--- config.mk ---
export PLATFORM = sky130hd
export DESIGN_NAME = csbpl_top
export DESIGN_NICKNAME = d
export VERILOG_FILES = /design/src/logic/csbpl_pkg.sv /design/src/logic/csbpl_sync.sv /design/src/logic/csbpl_top.sv
export VERILOG_INCLUDE_DIRS = /design/src /design/src/logic
export SDC_FILE = /design/constraint.sdc
export NUM_CORES = 1
export LEC_CHECK = 0
export BUFFER_PORTS_ARGS = -buffer_cell sky130_fd_sc_hd__buf_2
export CORE_MARGIN = 2
export CORE_UTILIZATION = 40
export CTS_CLUSTER_DIAMETER = 200
export DETAILED_ROUTE_END_ITERATION = 16
export HOLD_SLACK_MARGIN = 0.15
export PLACE_DENSITY_LB_ADDON = 0.3
export SLEW_MARGIN = 10
export SYNTH_ARGS = -nofsm -noshare
export SYNTH_HDL_FRONTEND = slang
export SYNTH_SLANG_ARGS = --single-unit
--- constraint.sdc ---
create_clock -name CLK -period 1 [get_ports CLK]
set_input_delay 0.15 -clock CLK [delete_from_list [all_inputs] [get_ports CLK]]
set_output_delay 0.15 -clock CLK [all_outputs]
set_load 0.03 [all_outputs]
--- src/logic/csbpl_consts.svh ---
// constants of the card sideband pin logic
`ifndef CSBPL_CONSTS_SVH
`define CSBPL_CONSTS_SVH

`define CSBPL_CLK_HZ          20000000
`define CSBPL_WAKE_MIN_US     2000
`define CSBPL_WAKE_CYCLES     ((`CSBPL_WAKE_MIN_US * (`CSBPL_CLK_HZ / 1000000)))
`define CSBPL_WAKE_CNT_W      16
`define CSBPL_CYL_MAX         16'h3FFF
`define CSBPL_CYL_W           16
`define CSBPL_HEAD_W          4
`define CSBPL_SECT_W          8

`endif

--- src/logic/csbpl_pkg.sv ---
// types of the card sideband pin logic
package csbpl_pkg;

  typedef enum logic [1:0] {
    CSBPL_LINK_UP,
    CSBPL_SLUMBER,
    CSBPL_DEEP_SLEEP,
    CSBPL_WAKING
  } csbpl_pwr_t;

endpackage

--- src/logic/csbpl_sync.sv ---
// two-stage synchroniser for one level input
`timescale 1ns/1ps

module csbpl_sync (
  input  wire logic clk,
  input  wire logic rst_n,
  input  wire logic d,
  output logic      q
);

  typedef struct packed {
    logic meta;
    logic sync;
  } csbpl_sync_st_t;

  csbpl_sync_st_t state_reg;
  csbpl_sync_st_t state_next;

  always_comb begin
    state_next      = state_reg;
    state_next.meta = d;
    // first stage feeds only the second
    state_next.sync = state_reg.meta;
  end

  always_ff @(posedge clk or negedge rst_n) begin
    if (!rst_n) begin
      state_reg <= '0;
    end else begin
      state_reg <= state_next;
    end
  end

  assign q = state_reg.sync;

endmodule

--- src/logic/csbpl_top.sv ---
// sideband pin logic of the removable card: indicators, write protect, presence/deep sleep, chs limit
//
// Notes on behaviour
// activity indicator driven low while a command runs, released when idle.
// link indicator driven low while the serial link is connected and active.
// indicators only ever drive low; otherwise released to weak pull-up.
// write protect pin low: every write command is rejected.
// presence pins never driven by the card, only sensed.
// host may tie presence input low and sense output through its pull-up.
// chs addressing capped at 16383 cylinders; larger capacity needs lba.
// host may ask for deep sleep only while the link sits in slumber.
// host holds presence input low normally, drives it high for deep sleep.
// presence input low pulses under 2 ms are ignored during deep sleep.
// after leaving deep sleep into slumber, the card sends a wake signal.
// write protect and presence inputs pass a two-stage synchroniser first.
`timescale 1ns/1ps
`include "csbpl_consts.svh"

module csbpl_top
  import csbpl_pkg::*;
(
  input  wire logic                       CLK,
  input  wire logic                       RESET_N,
  input  wire logic                       CMD_START,
  input  wire logic                       CMD_IS_WRITE,
  input  wire logic                       CMD_DONE,
  input  wire logic                       LINK_ACTIVE,
  input  wire logic                       LINK_IN_SLUMBER,
  input  wire logic                       PHY_READY,
  input  wire logic                       WRITE_PROTECT_PIN_N,
  input  wire logic                       PRESENCE_SENSE_IN,
  input  wire logic [`CSBPL_CYL_W-1:0]    CHS_CYL_IN,
  input  wire logic [`CSBPL_HEAD_W-1:0]   CHS_HEAD_IN,
  input  wire logic [`CSBPL_SECT_W-1:0]   CHS_SECT_IN,
  input  wire logic                       CHS_CHECK,
  output logic                            ACTIVITY_INDICATOR_OUT,
  output logic                            ACTIVITY_INDICATOR_OE,
  output logic                            LINK_INDICATOR_OUT,
  output logic                            LINK_INDICATOR_OE,
  output logic                            PRESENCE_SENSE_OE,
  output logic                            CMD_ACCEPT,
  output logic                            CMD_REJECT,
  output logic                            CHS_REJECT,
  output logic                            PHY_DEEP_SLEEP,
  output logic                            PHY_POWER_UP,
  output logic                            WAKE_SEND
);

  // ----------------------------------------------------------------
  // reset release
  // ----------------------------------------------------------------
  // asserts at once, releases on the clock, so no flop sees release near its edge
  logic rst_meta_reg;
  logic rst_n_reg;

  always_ff @(posedge CLK or negedge RESET_N) begin
    if (!RESET_N) begin
      rst_meta_reg <= 1'b0;
      rst_n_reg    <= 1'b0;
    end else begin
      rst_meta_reg <= 1'b1;
      rst_n_reg    <= rst_meta_reg;
    end
  end

  // ----------------------------------------------------------------
  // input synchronisers
  // ----------------------------------------------------------------
  logic wp_active;
  logic wp_sync;
  logic presence_sync;

  // protect enters active high, so the synchroniser's reset value reads as unprotected
  // and a write right after reset is not refused by a stale low
  assign wp_active = !WRITE_PROTECT_PIN_N;

  csbpl_sync u_sync_wp (
    .clk   (CLK),
    .rst_n (rst_n_reg),
    .d     (wp_active),
    .q     (wp_sync)
  );

  csbpl_sync u_sync_presence (
    .clk   (CLK),
    .rst_n (rst_n_reg),
    .d     (PRESENCE_SENSE_IN),
    .q     (presence_sync)
  );

  // ----------------------------------------------------------------
  // state
  // ----------------------------------------------------------------
  typedef struct packed {
    csbpl_pwr_t                    pwr;
    logic [`CSBPL_WAKE_CNT_W-1:0]  low_cnt;
    logic                          busy;
    logic                          act_oe;
    logic                          link_oe;
    logic                          accept;
    logic                          reject;
    logic                          chs_reject;
    logic                          deep_sleep;
    logic                          phy_up;
    logic                          wake;
  } csbpl_state_t;

  csbpl_state_t state_reg;
  csbpl_state_t state_next;

  // ----------------------------------------------------------------
  // helpers
  // ----------------------------------------------------------------
  // the count fits 16 bits at this clock; a faster clock needs a wider counter
  localparam logic [`CSBPL_WAKE_CNT_W-1:0] WAKE_CYCLES = `CSBPL_WAKE_CNT_W'(`CSBPL_WAKE_CYCLES);

  function automatic logic chs_in_range(input logic [`CSBPL_CYL_W-1:0] cyl);
    chs_in_range = (cyl <= `CSBPL_CYL_MAX);
  endfunction

  // ----------------------------------------------------------------
  // next state
  // ----------------------------------------------------------------
  always_comb begin
    state_next            = state_reg;
    state_next.accept     = 1'b0;
    state_next.reject     = 1'b0;
    state_next.chs_reject = 1'b0;
    state_next.wake       = 1'b0;

    // write protect sampled at command start; a rejected write never goes busy
    // a done in the same cycle as a start is dropped: the new command keeps the lamp on
    if (CMD_START) begin
      if (CMD_IS_WRITE && wp_sync) begin
        state_next.reject = 1'b1;
      end else begin
        state_next.accept = 1'b1;
        state_next.busy   = 1'b1;
      end
    end else if (CMD_DONE) begin
      state_next.busy = 1'b0;
    end

    // cylinders beyond the cap cannot be reached in chs mode
    if (CHS_CHECK && !chs_in_range(CHS_CYL_IN)) begin
      state_next.chs_reject = 1'b1;
    end

    state_next.act_oe  = state_next.busy;
    // slumber and deep sleep count as not active, so the link lamp goes out
    state_next.link_oe = LINK_ACTIVE && (state_reg.pwr == CSBPL_LINK_UP);

    // all four codes of the power state are used, so no default
    unique case (state_reg.pwr)
      CSBPL_LINK_UP: begin
        // the filter starts from zero on every entry to deep sleep
        state_next.low_cnt = '0;
        if (LINK_IN_SLUMBER) begin
          state_next.pwr = CSBPL_SLUMBER;
        end
      end
      CSBPL_SLUMBER: begin
        // deep sleep is only honoured from slumber
        if (!LINK_IN_SLUMBER) begin
          state_next.pwr = CSBPL_LINK_UP;
        end else if (presence_sync) begin
          state_next.pwr        = CSBPL_DEEP_SLEEP;
          state_next.deep_sleep = 1'b1;
          state_next.low_cnt    = '0;
        end
      end
      CSBPL_DEEP_SLEEP: begin
        // short presence probes restart the count when the input rises again
        if (presence_sync) begin
          state_next.low_cnt = '0;
        end else if (state_reg.low_cnt >= WAKE_CYCLES - 1'b1) begin
          state_next.pwr        = CSBPL_WAKING;
          state_next.deep_sleep = 1'b0;
          state_next.phy_up     = 1'b1;
        end else begin
          state_next.low_cnt = state_reg.low_cnt + 1'b1;
        end
      end
      CSBPL_WAKING: begin
        // power-up request holds until the phy reports it is back in slumber
        if (PHY_READY) begin
          state_next.wake   = 1'b1;
          state_next.phy_up = 1'b0;
          state_next.pwr    = CSBPL_SLUMBER;
        end
      end
    endcase
  end

  // ----------------------------------------------------------------
  // state register
  // ----------------------------------------------------------------
  always_ff @(posedge CLK or negedge rst_n_reg) begin
    if (!rst_n_reg) begin
      state_reg <= '0;
    end else begin
      state_reg <= state_next;
    end
  end

  // ----------------------------------------------------------------
  // pins
  // ----------------------------------------------------------------
  // indicators drive only low, so a host tying them low sees no contention
  assign ACTIVITY_INDICATOR_OUT = 1'b0;
  assign ACTIVITY_INDICATOR_OE  = state_reg.act_oe;
  assign LINK_INDICATOR_OUT     = 1'b0;
  assign LINK_INDICATOR_OE      = state_reg.link_oe;
  // presence pins are sense only; the host's pull-up or driver sets their level
  assign PRESENCE_SENSE_OE      = 1'b0;

  // ----------------------------------------------------------------
  // status outputs
  // ----------------------------------------------------------------
  assign CMD_ACCEPT             = state_reg.accept;
  assign CMD_REJECT             = state_reg.reject;
  assign CHS_REJECT             = state_reg.chs_reject;
  assign PHY_DEEP_SLEEP         = state_reg.deep_sleep;
  assign PHY_POWER_UP           = state_reg.phy_up;
  assign WAKE_SEND              = state_reg.wake;

endmodule

* Yosys cells after proc, flatten, opt, wreduce, memory -nomap -nowiden
Cells that the tools add are included.
Storage, ports and cells: flip-flop bits (word level) 32, bits of input ports 39, word-level logic and storage cells 72
Cells by class: $add $sub $neg 1, magnitude comparators 2, equal/unequal tests 12, multiplexer cells 26, reduce and logical (&&, ||, !) cells 15
Operators by type and width (number):
- two-way mux 16 bit | 3
- one-hot mux 16 bit (3 select lines) | 1
- two-way mux 18 bit | 1
- two-way mux 2 bit | 9
- adder 16 x 1 -> 16 bit (second input constant) | 1
- >= comparator 16 bit (second input constant) | 1
- <= comparator 16 x 14 -> 1 bit (second input constant) | 1
- inequality test 2 bit (second input constant) | 6
- AND reduction 5 bit | 2
- two-way mux 1 bit | 9
- one-hot mux 2 bit (4 select lines) | 1
- AND reduction 4 bit | 2
- inequality test 3 x 2 -> 1 bit (second input constant) | 2
- nonzero test 2 bit | 3
- == test 2 bit (second input constant) | 2
- one-hot mux 1 bit (2 select lines) | 2
- logical AND 1 bit | 3
- nonzero test 3 bit | 1
- == test 2 x 1 -> 1 bit (second input constant) | 1
- zero test 1 bit | 2
- zero test 2 bit | 1
- inequality test 2 x 1 -> 1 bit (second input constant) | 1
- AND reduction 2 bit | 1

* Logic depth before layout (Yosys ltp)
Gate-level depths: netlist of the first run.
depth in word-level cells 4, mapped depth 9

* Hierarchy
From an unflattened synthesis of the first run, not the netlist that was laid out.
Unflattened totals: cell total of the unflattened synthesis 153, area, all modules 1636.6 um^2
By module, submodules not included:
- csbpl_top | instances 1, cells each 149, area an instance 1536.5 um^2
- csbpl_sync | instances 2, cells each 2, area an instance 50.0 um^2

* Least setup slack after synthesis of the first run
No wires, ideal clock.
kind register -> register, from register state_reg[25] (netlist name), to register state_reg[16] (netlist name), setup time 0.110 ns, arrival 1.756 ns, data required time 0.890 ns, slack -0.866 ns, cell stages (with the launch flop) 10, buffers on the path 2, cell sequence dfrtp_1 -> inv_1 -> ha_1 -> buf_2 -> nor2b_1 -> nand2_1 -> o311ai_4 -> buf_6 -> o21ai_0 -> o41ai_1
On the way: longest elaborated chain between the ends 3, elaborated cells on any way between the ends 9, those cells by class eq/ne (5); mux (1); reduce/logical (3)
RTL lines:
- start: declaration | line csbpl_top.sv:108 | csbpl_state_t state_reg;
- start signal: assignment | line csbpl_top.sv:202 | state_reg <= state_next;
- == test 2 bit (tied with other cells) | line csbpl_top.sv:154 | unique case (state_reg.pwr)
- inequality test 3 x 2 -> 1 bit (no source line) (tied with other cells)
- AND reduction 4 bit (no source line)
Parallel ways exist; a longest one is shown, timed or not. A chain may end at the register's enable or synchronous reset.

* Worst setup path after layout of the first run
from register state_reg[26] (netlist name), to register state_reg[17] (netlist name)
Same word-level chain as after synthesis.

==> reports/qor.csv, run 1 <==
stage;metric;value;unit
pwr;pwr-share-comb;48.7;%
pwr;powerDensity;1820;mW/mm²
clock_tree;numCtsBuffers;5;
layout;layout_common_cells;buf_4 (55), dfrtp_1 (30), buf_6 (15), nor2_1 (13), buf_2 (12);
setup_path;slowest_stage;dfrtp_2;
routing;wl_per_cell;15.3;µm
floorplan;dieWidth;68.3;µm
global_route;grt_antenna_before_repair;0;
routing;vias;1640;
placement;dp_hpwl;3000;µm
global_route;grt_max_degree;31;
min_path;min_path_type;input pin to asynchronous set/reset pin;
routing;first_pass_iters;4;
sta;hold_viol;0;
synth;async_reset_ff_share;100;%
sta;fin_skew;0.0108;ns
routing;finalWirelength;4800;µm
pwr;p_sw_share;37.1;%
routing;ant_nets;0;
synth;yosysUniqueCellTypes;41;
global_route;overflow;0;
pwr;sequentialPowerShare;30.2;%
placement;pre_cts_slack;-0.837;ns
placement;placed_area;0.00222;mm²
synth;synth_flop_cell;dfrtp_1;
layout;layout-drive-gt1-share;52.9;%
sta;setup_viol;22;
synth;synth_edf_count;0;
synth;synth_top_area_cell;dfrtp_1;
placement;gp_congestion;0.827;
sta;finalCritPeriodShare;184;%
setup_path;max_stage_delay;0.44;ns
pwr;p_leak;1.24;nW
clock_tree;clockBufferDepth;2;
global_route;grt_pass1_wl;7390;µm
pwr;p_int;3.16;mW
routing;viasPerCell;5.24;
placement;port_buffers;20;
layout;fin_nets;307;
run;cap_violations;0;
synth;synthCells;167;
synth;synth_area;0.00165;mm²
synth;yosysTopAreaCellShare;48.5;%
pwr;ir_worst_vdd;1150;µV
clock_tree;cts_tree;built;
setup_path;path_buf_inv;2;
sta;rsz0062_at_grt;yes;
layout;syn2layout_area_growth;67.0;%
floorplan;rows;23;
floorplan;die_area;0.00466;mm²
clock_tree;htreeDepth;2;
global_route;grt_pass1_vias;1704;
sta;layout_min_cycle_time;1.84;ns
synth;yosys_warnings;0;
pwr;clkPwrFrac;21.1;%
synth;yosys-top-cells-area;dfrtp_1 (48%), o21ai_0 (6.4%), ha_1 (4.5%);
sta;drv_slew;0;
pwr;power.switching;1.86;mW
setup_path;arrival;2.00;ns
layout;layout.cells.non_filler;313;
routing;drtIter0Drc;103;
floorplan;num_io_pins;50;
synth;avgSynthCellArea;9.89;µm²
setup_path;endpoint_kind;flop;
layout;final_cell_area;0.00276;mm²
global_route;grt_use_total;22.0;%
layout;largest_register_ffs;18;
clock_tree;clk-insertion-delay-late;0.30;ns
clock_tree;cts_sinks;32;
setup_path;cp.required;1.16;ns
run_status;status;finished, violations left;
floorplan;dieHeight;68.3;µm
placement;dp.cells;283;
floorplan;initial_core_util;41.3;%
synth;ys_ff_latch;32;
setup_path;critPathMaxFanout;5;
synth;synth_seq_area_share;48.5;%
layout;layout_commonest_cell;buf_4;
setup_path;critPathKind;flop to flop;
clock_tree;cts_root_buf;clkbuf_8;
setup_path;crit_chain;inv_2 > ha_2 > a21boi_0 > nor2_1 > o311ai_4 > buf_6 > o21ai_2 > o41ai_1;
sta;max_freq;0.543;GHz
clock_tree;path_clk_slew;0.07;ns
layout;n_antenna_cell;0;
setup_path;cp-start-kind;flop;
sta;fin_ws;-0.840;ns
floorplan;core_area;0.00400;mm²
layout;fillCellCount;286;
setup_path;crit_family;compound AO/OA/AOI/OAI gates;
run_status;violations;setup timing;
routing;drc;0;
timing repair:
item	CTS	global route
hold buffers	11	0
pin swaps	15	10
buffers inserted	5	6
endpoints found under the hold margin	10	0
resized for setup	37	38
setup endpoints to repair	27	31
stage by stage:
step                      hold WS (ns)  setup TNS (ns)  util [%]  power [mW]
after CTS                        0.151          -14.18      64.0        4.50
after global placement         -0.0650          -13.32      55.6        3.07
final                            0.162          -15.44      68.9        5.02
after detailed placement       -0.0632          -14.59      55.6        3.11
after global routing             0.155          -17.61      68.9        5.29
after floorplan                 -0.146          -12.07         -        2.48
synthesized netlist by cell type (2+ instances only):
master	instances
a21o_1	2
a21oi_1	5
o21ai_0	21
nand3_1	10
o41ai_1	2
nor2_1	14
and2_1	4
ha_1	6
nand4_1	3
nand2b_1	5
nor4_1	2
a31oi_1	4
buf_6	3
inv_1	5
nor3_1	2
dfrtp_1	32
nand2_1	13
conb_1	2
o31ai_1	8
buf_4	3
power by group through the flow:
stage	combinational, mW	sequential [mW]	clock, mW
2_1_floorplan	0.863	1.62	0
3_3_place_gp	1.57	1.50	0
3_5_place_dp	1.59	1.52	0
4_1_cts	1.93	1.49	1.08
5_1_grt	2.62	1.54	1.14
6_report	2.44	1.52	1.06
cell families after synthesis:
family / Yosys count / share of synthesized area (%)
buf+inv: 13 / 5.08
other cells: 2 / 0.455
fa+ha+maj: 6 / 4.55
mux: 1 / 0.606
compound gates: 53 / 21.8
flops: 32 / 48.5
simple gates: 60 / 19.0
layer usage:
metal | up-vias | wire [µm] | GRT usage (%) | share of wire [%]
met5 | - | 0 | 0 | 0
met4 | 0 | 139 | 12.8 | 2.9
met3 | 11 | 152 | 4.93 | 3.2
met2 | 45 | 2590 | 37.7 | 54
met1 | 797 | 1910 | 25.0 | 40
li1 | 787 | - | - | -
path summary, 6_finish.rpt:
check                                                   startpoint                          end  slack, ns  cells after the start
setup reg to reg                         state_reg[26]$_DFFE_PN0P_    state_reg[17]$_DFFE_PN0P_      -0.84                      8
hold reg to reg                                rst_n_reg$_DFF_PN0_    state_reg[22]$_DFFE_PN0P_       0.22                      1
min in group CLK           u_sync_presence.state_next[0]$_DFF_PN0_  u_sync_presence.q$_DFF_PN0_       0.35                      0
hold / removal                                             RESET_N          rst_n_reg$_DFF_PN0_       0.16                      2
max in group asynchronous                      rst_n_reg$_DFF_PN0_    state_reg[26]$_DFFE_PN0P_       0.61                      1
setup / recovery                         state_reg[26]$_DFFE_PN0P_    state_reg[17]$_DFFE_PN0P_      -0.84                      8
cell type report:
| class | count | area, µm² | area share (%) |
|---|---|---|---|
| Clock buffer | 5 | 68.8 | 2.50 |
| Timing Repair Buffer | 94 | 772 | 28.0 |
| Clock inverter | 3 | 23.8 | 0.862 |
| Sequential cell | 32 | 803 | 29.1 |
| Inverter | 5 | 21.3 | 0.771 |
| Multi-Input combinational cell | 124 | 1010 | 36.5 |
| Tap cell | 50 | 62.6 | 2.27 |
No activity file was read; power rests on OpenSTA's default activity.
==> run 2: changes to the inputs <==
SYNTH_HIERARCHICAL = 1   (was unset)
==> run 2 against run 1 <==
The run still ends with setup timing left. Utilization rose by 4.2 points. Clock skew shrank 0.0082 ns. Total power decreased by 1.2%. Sequential power barely moved. Cell count decreased by 3.2%. Synthesized cell count shrank 8.4%. Synthesized area is 0.91% lower. Die area shrank 0.85%. Critical path type unchanged.
==> reports/qor.csv, run 2 <==
stage;metric;value;unit
run_status;status;finished, violations left;
run_status;violations;setup timing;
synth;synth_seq_area_share;48.9;%
routing;vias;1679;
layout;final_cell_area;0.00291;mm²
sta;rsz0062_at_grt;yes;
placement;port_buffers;20;
clock_tree;path_clk_slew;0.07;ns
synth;synthCells;153;
clock_tree;clk-insertion-delay-late;0.29;ns
floorplan;initial_core_util;41.2;%
global_route;grt_antenna_before_repair;0;
layout;n_antenna_cell;0;
setup_path;critPathLaunch;state_reg[19]$_DFFE_PN0P_;
setup_path;reg2reg_depth;6;
routing;drtIter0Drc;123;
setup_path;critPathKind;flop to flop;
pwr;p_leak;1.32;nW
layout;largest_register_ffs;18;
sta;holdWs;0.201;ns
synth;yosysUniqueCellTypes;42;
setup_path;cp.required;1.16;ns
sta;max_freq;0.501;GHz
synth;async_reset_ff_share;100;%
layout;layout_common_cells;buf_4 (51), dfrtp_1 (32), buf_2 (17), nand2_1 (12);
floorplan;core_area;0.00397;mm²
layout;seq_area;801;µm²
floorplan;dieWidth;68.0;µm
global_route;overflow;0;
floorplan;dieHeight;68.0;µm
setup_path;arrival;2.16;ns
synth;synth_top_cells_by_count;dfrtp_1 (32), nand2_1 (15), o21ai_0 (10);
placement;dp_hpwl;3090;µm
sta;layout_min_cycle_time;2.00;ns
global_route;grt_pass1_wl;7980;µm
pwr;sequentialPowerShare;30.1;%
sta;finalSetupTns;-17.43;ns
synth;synth_top_area_cell;dfrtp_1;
layout;layout-drive-gt1-share;54.9;%
routing;ant_nets;0;
layout;multiInputGateArea;0.00107;mm²
sta;finalCritPeriodShare;200;%
setup_path;slowest_stage;a311o_2;
placement;gp_congestion;0.830;
floorplan;rows;23;
global_route;grt_use_total;23.7;%
routing;wl_per_cell;18.8;µm
pwr;ir_worst_vdd;1800;µV
clock_tree;cts_root_buf;clkbuf_8;
pwr;powerDensity;1710;mW/mm²
layout;fillCellCount;228;
clock_tree;cts_tree;built;
sta;drv_slew;0;
sta;setup_viol;21;
placement;dp.cells;265;
synth;synth_edf_count;0;
synth;avgSynthCellArea;10.7;µm²
clock_tree;numCtsBuffers;5;
routing;viasPerCell;5.54;
setup_path;crit_chain;a311o_2 > a2111oi_4 > buf_4 > a41oi_2 > o21ai_1 > o41ai_2;
placement;pre_cts_slack;-1.00;ns
layout;syn2layout_area_growth;77.6;%
synth;yosys-top-cells-area;dfrtp_1 (49%), ha_1 (4.6%), o31ai_1 (3.7%);
global_route;grt_pass1_vias;1718;
layout;layout.cells.non_filler;303;
routing;first_pass_iters;4;
setup_path;r2r-start;state_reg[19]$_DFFE_PN0P_;
routing;finalWirelength;5690;µm
synth;post-synth-top-count-cell;dfrtp_1;
sta;hold_viol;0;
synth;yosysTopAreaCellShare;48.9;%
global_route;grt_max_degree;18;
synth;yosys_warnings;6;
pwr;power.switching;1.66;mW
sta;fin_ws;-0.997;ns
synth;ys_ff_latch;32;
run;cap_violations;0;
placement;placed_area;0.00216;mm²
clock_tree;cts_sinks;32;
synth;synth_flop_cell;dfrtp_1;
pwr;p_int;3.30;mW
clock_tree;htreeDepth;2;
setup_path;critPathMaxFanout;3;
setup_path;max_stage_delay;0.47;ns
clock_tree;clockBufferDepth;2;
floorplan;num_io_pins;50;
setup_path;cp-start-kind;flop;
sta;fin_skew;0.00263;ns
min_path;min_path_type;input pin to asynchronous set/reset pin;
synth;synth_area;0.00164;mm²
setup_path;endpoint_kind;flop;
routing;drc;0;
pwr;clkPwrFrac;24.6;%
layout;fin_nets;297;
pwr;p_sw_share;33.4;%
floorplan;die_area;0.00462;mm²
pwr;pwr-share-comb;45.3;%
layout;layout_commonest_cell;buf_4;
-- run 2: what timing repair did --
action	4_1_cts	5_1_grt
gates cloned	1	1
resized for setup	36	39
hold buffers	11	0
setup endpoints to repair	23	26
hold endpoints to repair	10	0
setup buffers	7	11
pin swaps	11	13
-- run 2: metal layers --
metal	global-route usage (%)	part of all wire, %	vias to the layer above
met5	0	0	-
met4	13.5	3.8	0
met3	4.61	3.9	24
met2	41.5	53	58
met1	26.8	39	834
li1	-	-	763
-- run 2: layout make-up --
cell class	instances	share of cell area (%)
clock buffers	6	2.50
clock inverters	2	1.21
well taps	50	2.15
flip-flops and latches	32	27.6
repair buffers	96	28.5
multi-input cells	108	37.0
inverters	9	1.16
-- run 2: worst max-delay path, delay by kind of cell, from the launching register on --
family / cells / cell delay [ns]
AO/OA/AOI/OAI: 5 / 1.29
buffers and inverters: 1 / 0.19
flip-flops: 1 / 0.40
-- run 2: kinds of logic (layout without fill, tap and decap cells) --
logic type | count (synthesis) | after routing | share of synthesized area, %
buf+inv | 15 | 113 | 4.13
compound gates | 50 | 50 | 24.2
other cells | 2 | 4 | 0.459
flops | 32 | 32 | 48.9
simple gates | 45 | 45 | 15.9
mux | 3 | 3 | 1.83
fa+ha+maj | 6 | 6 | 4.59
-- run 2: path summary, 6_finish.rpt --
check	end	slack, ns
worst max-delay path	state_reg[21]$_DFFE_PN0P_	-1.0
worst min-delay path	rst_meta_reg$_DFF_PN0_	0.20
worst max register to register	state_reg[21]$_DFFE_PN0P_	-1.0
worst min register to register	WAKE_SEND$_DFF_PN0_	0.23
max in group asynchronous	state_reg[21]$_DFFE_PN0P_	0.56
min in group CLK	state_reg[26]$_DFFE_PN0P_	0.31
-- run 2: metrics by stage --
stage                     utilization [%]  power, mW
final                                73.2       4.96
after global routing                 73.2       5.19
after CTS                            65.3       4.30
after detailed placement             54.4       2.80
after global placement               54.4       2.75
after floorplan                         -       2.28
-- run 2: power groups by stage --
stage               Clock (mW)  Combinational, mW  Sequential, mW
finish                    1.22               2.25            1.50
global route              1.30               2.39            1.51
CTS                       1.24               1.58            1.48
detailed placement           0               1.29            1.51
global placement             0               1.24            1.50
floorplan                    0              0.629            1.65
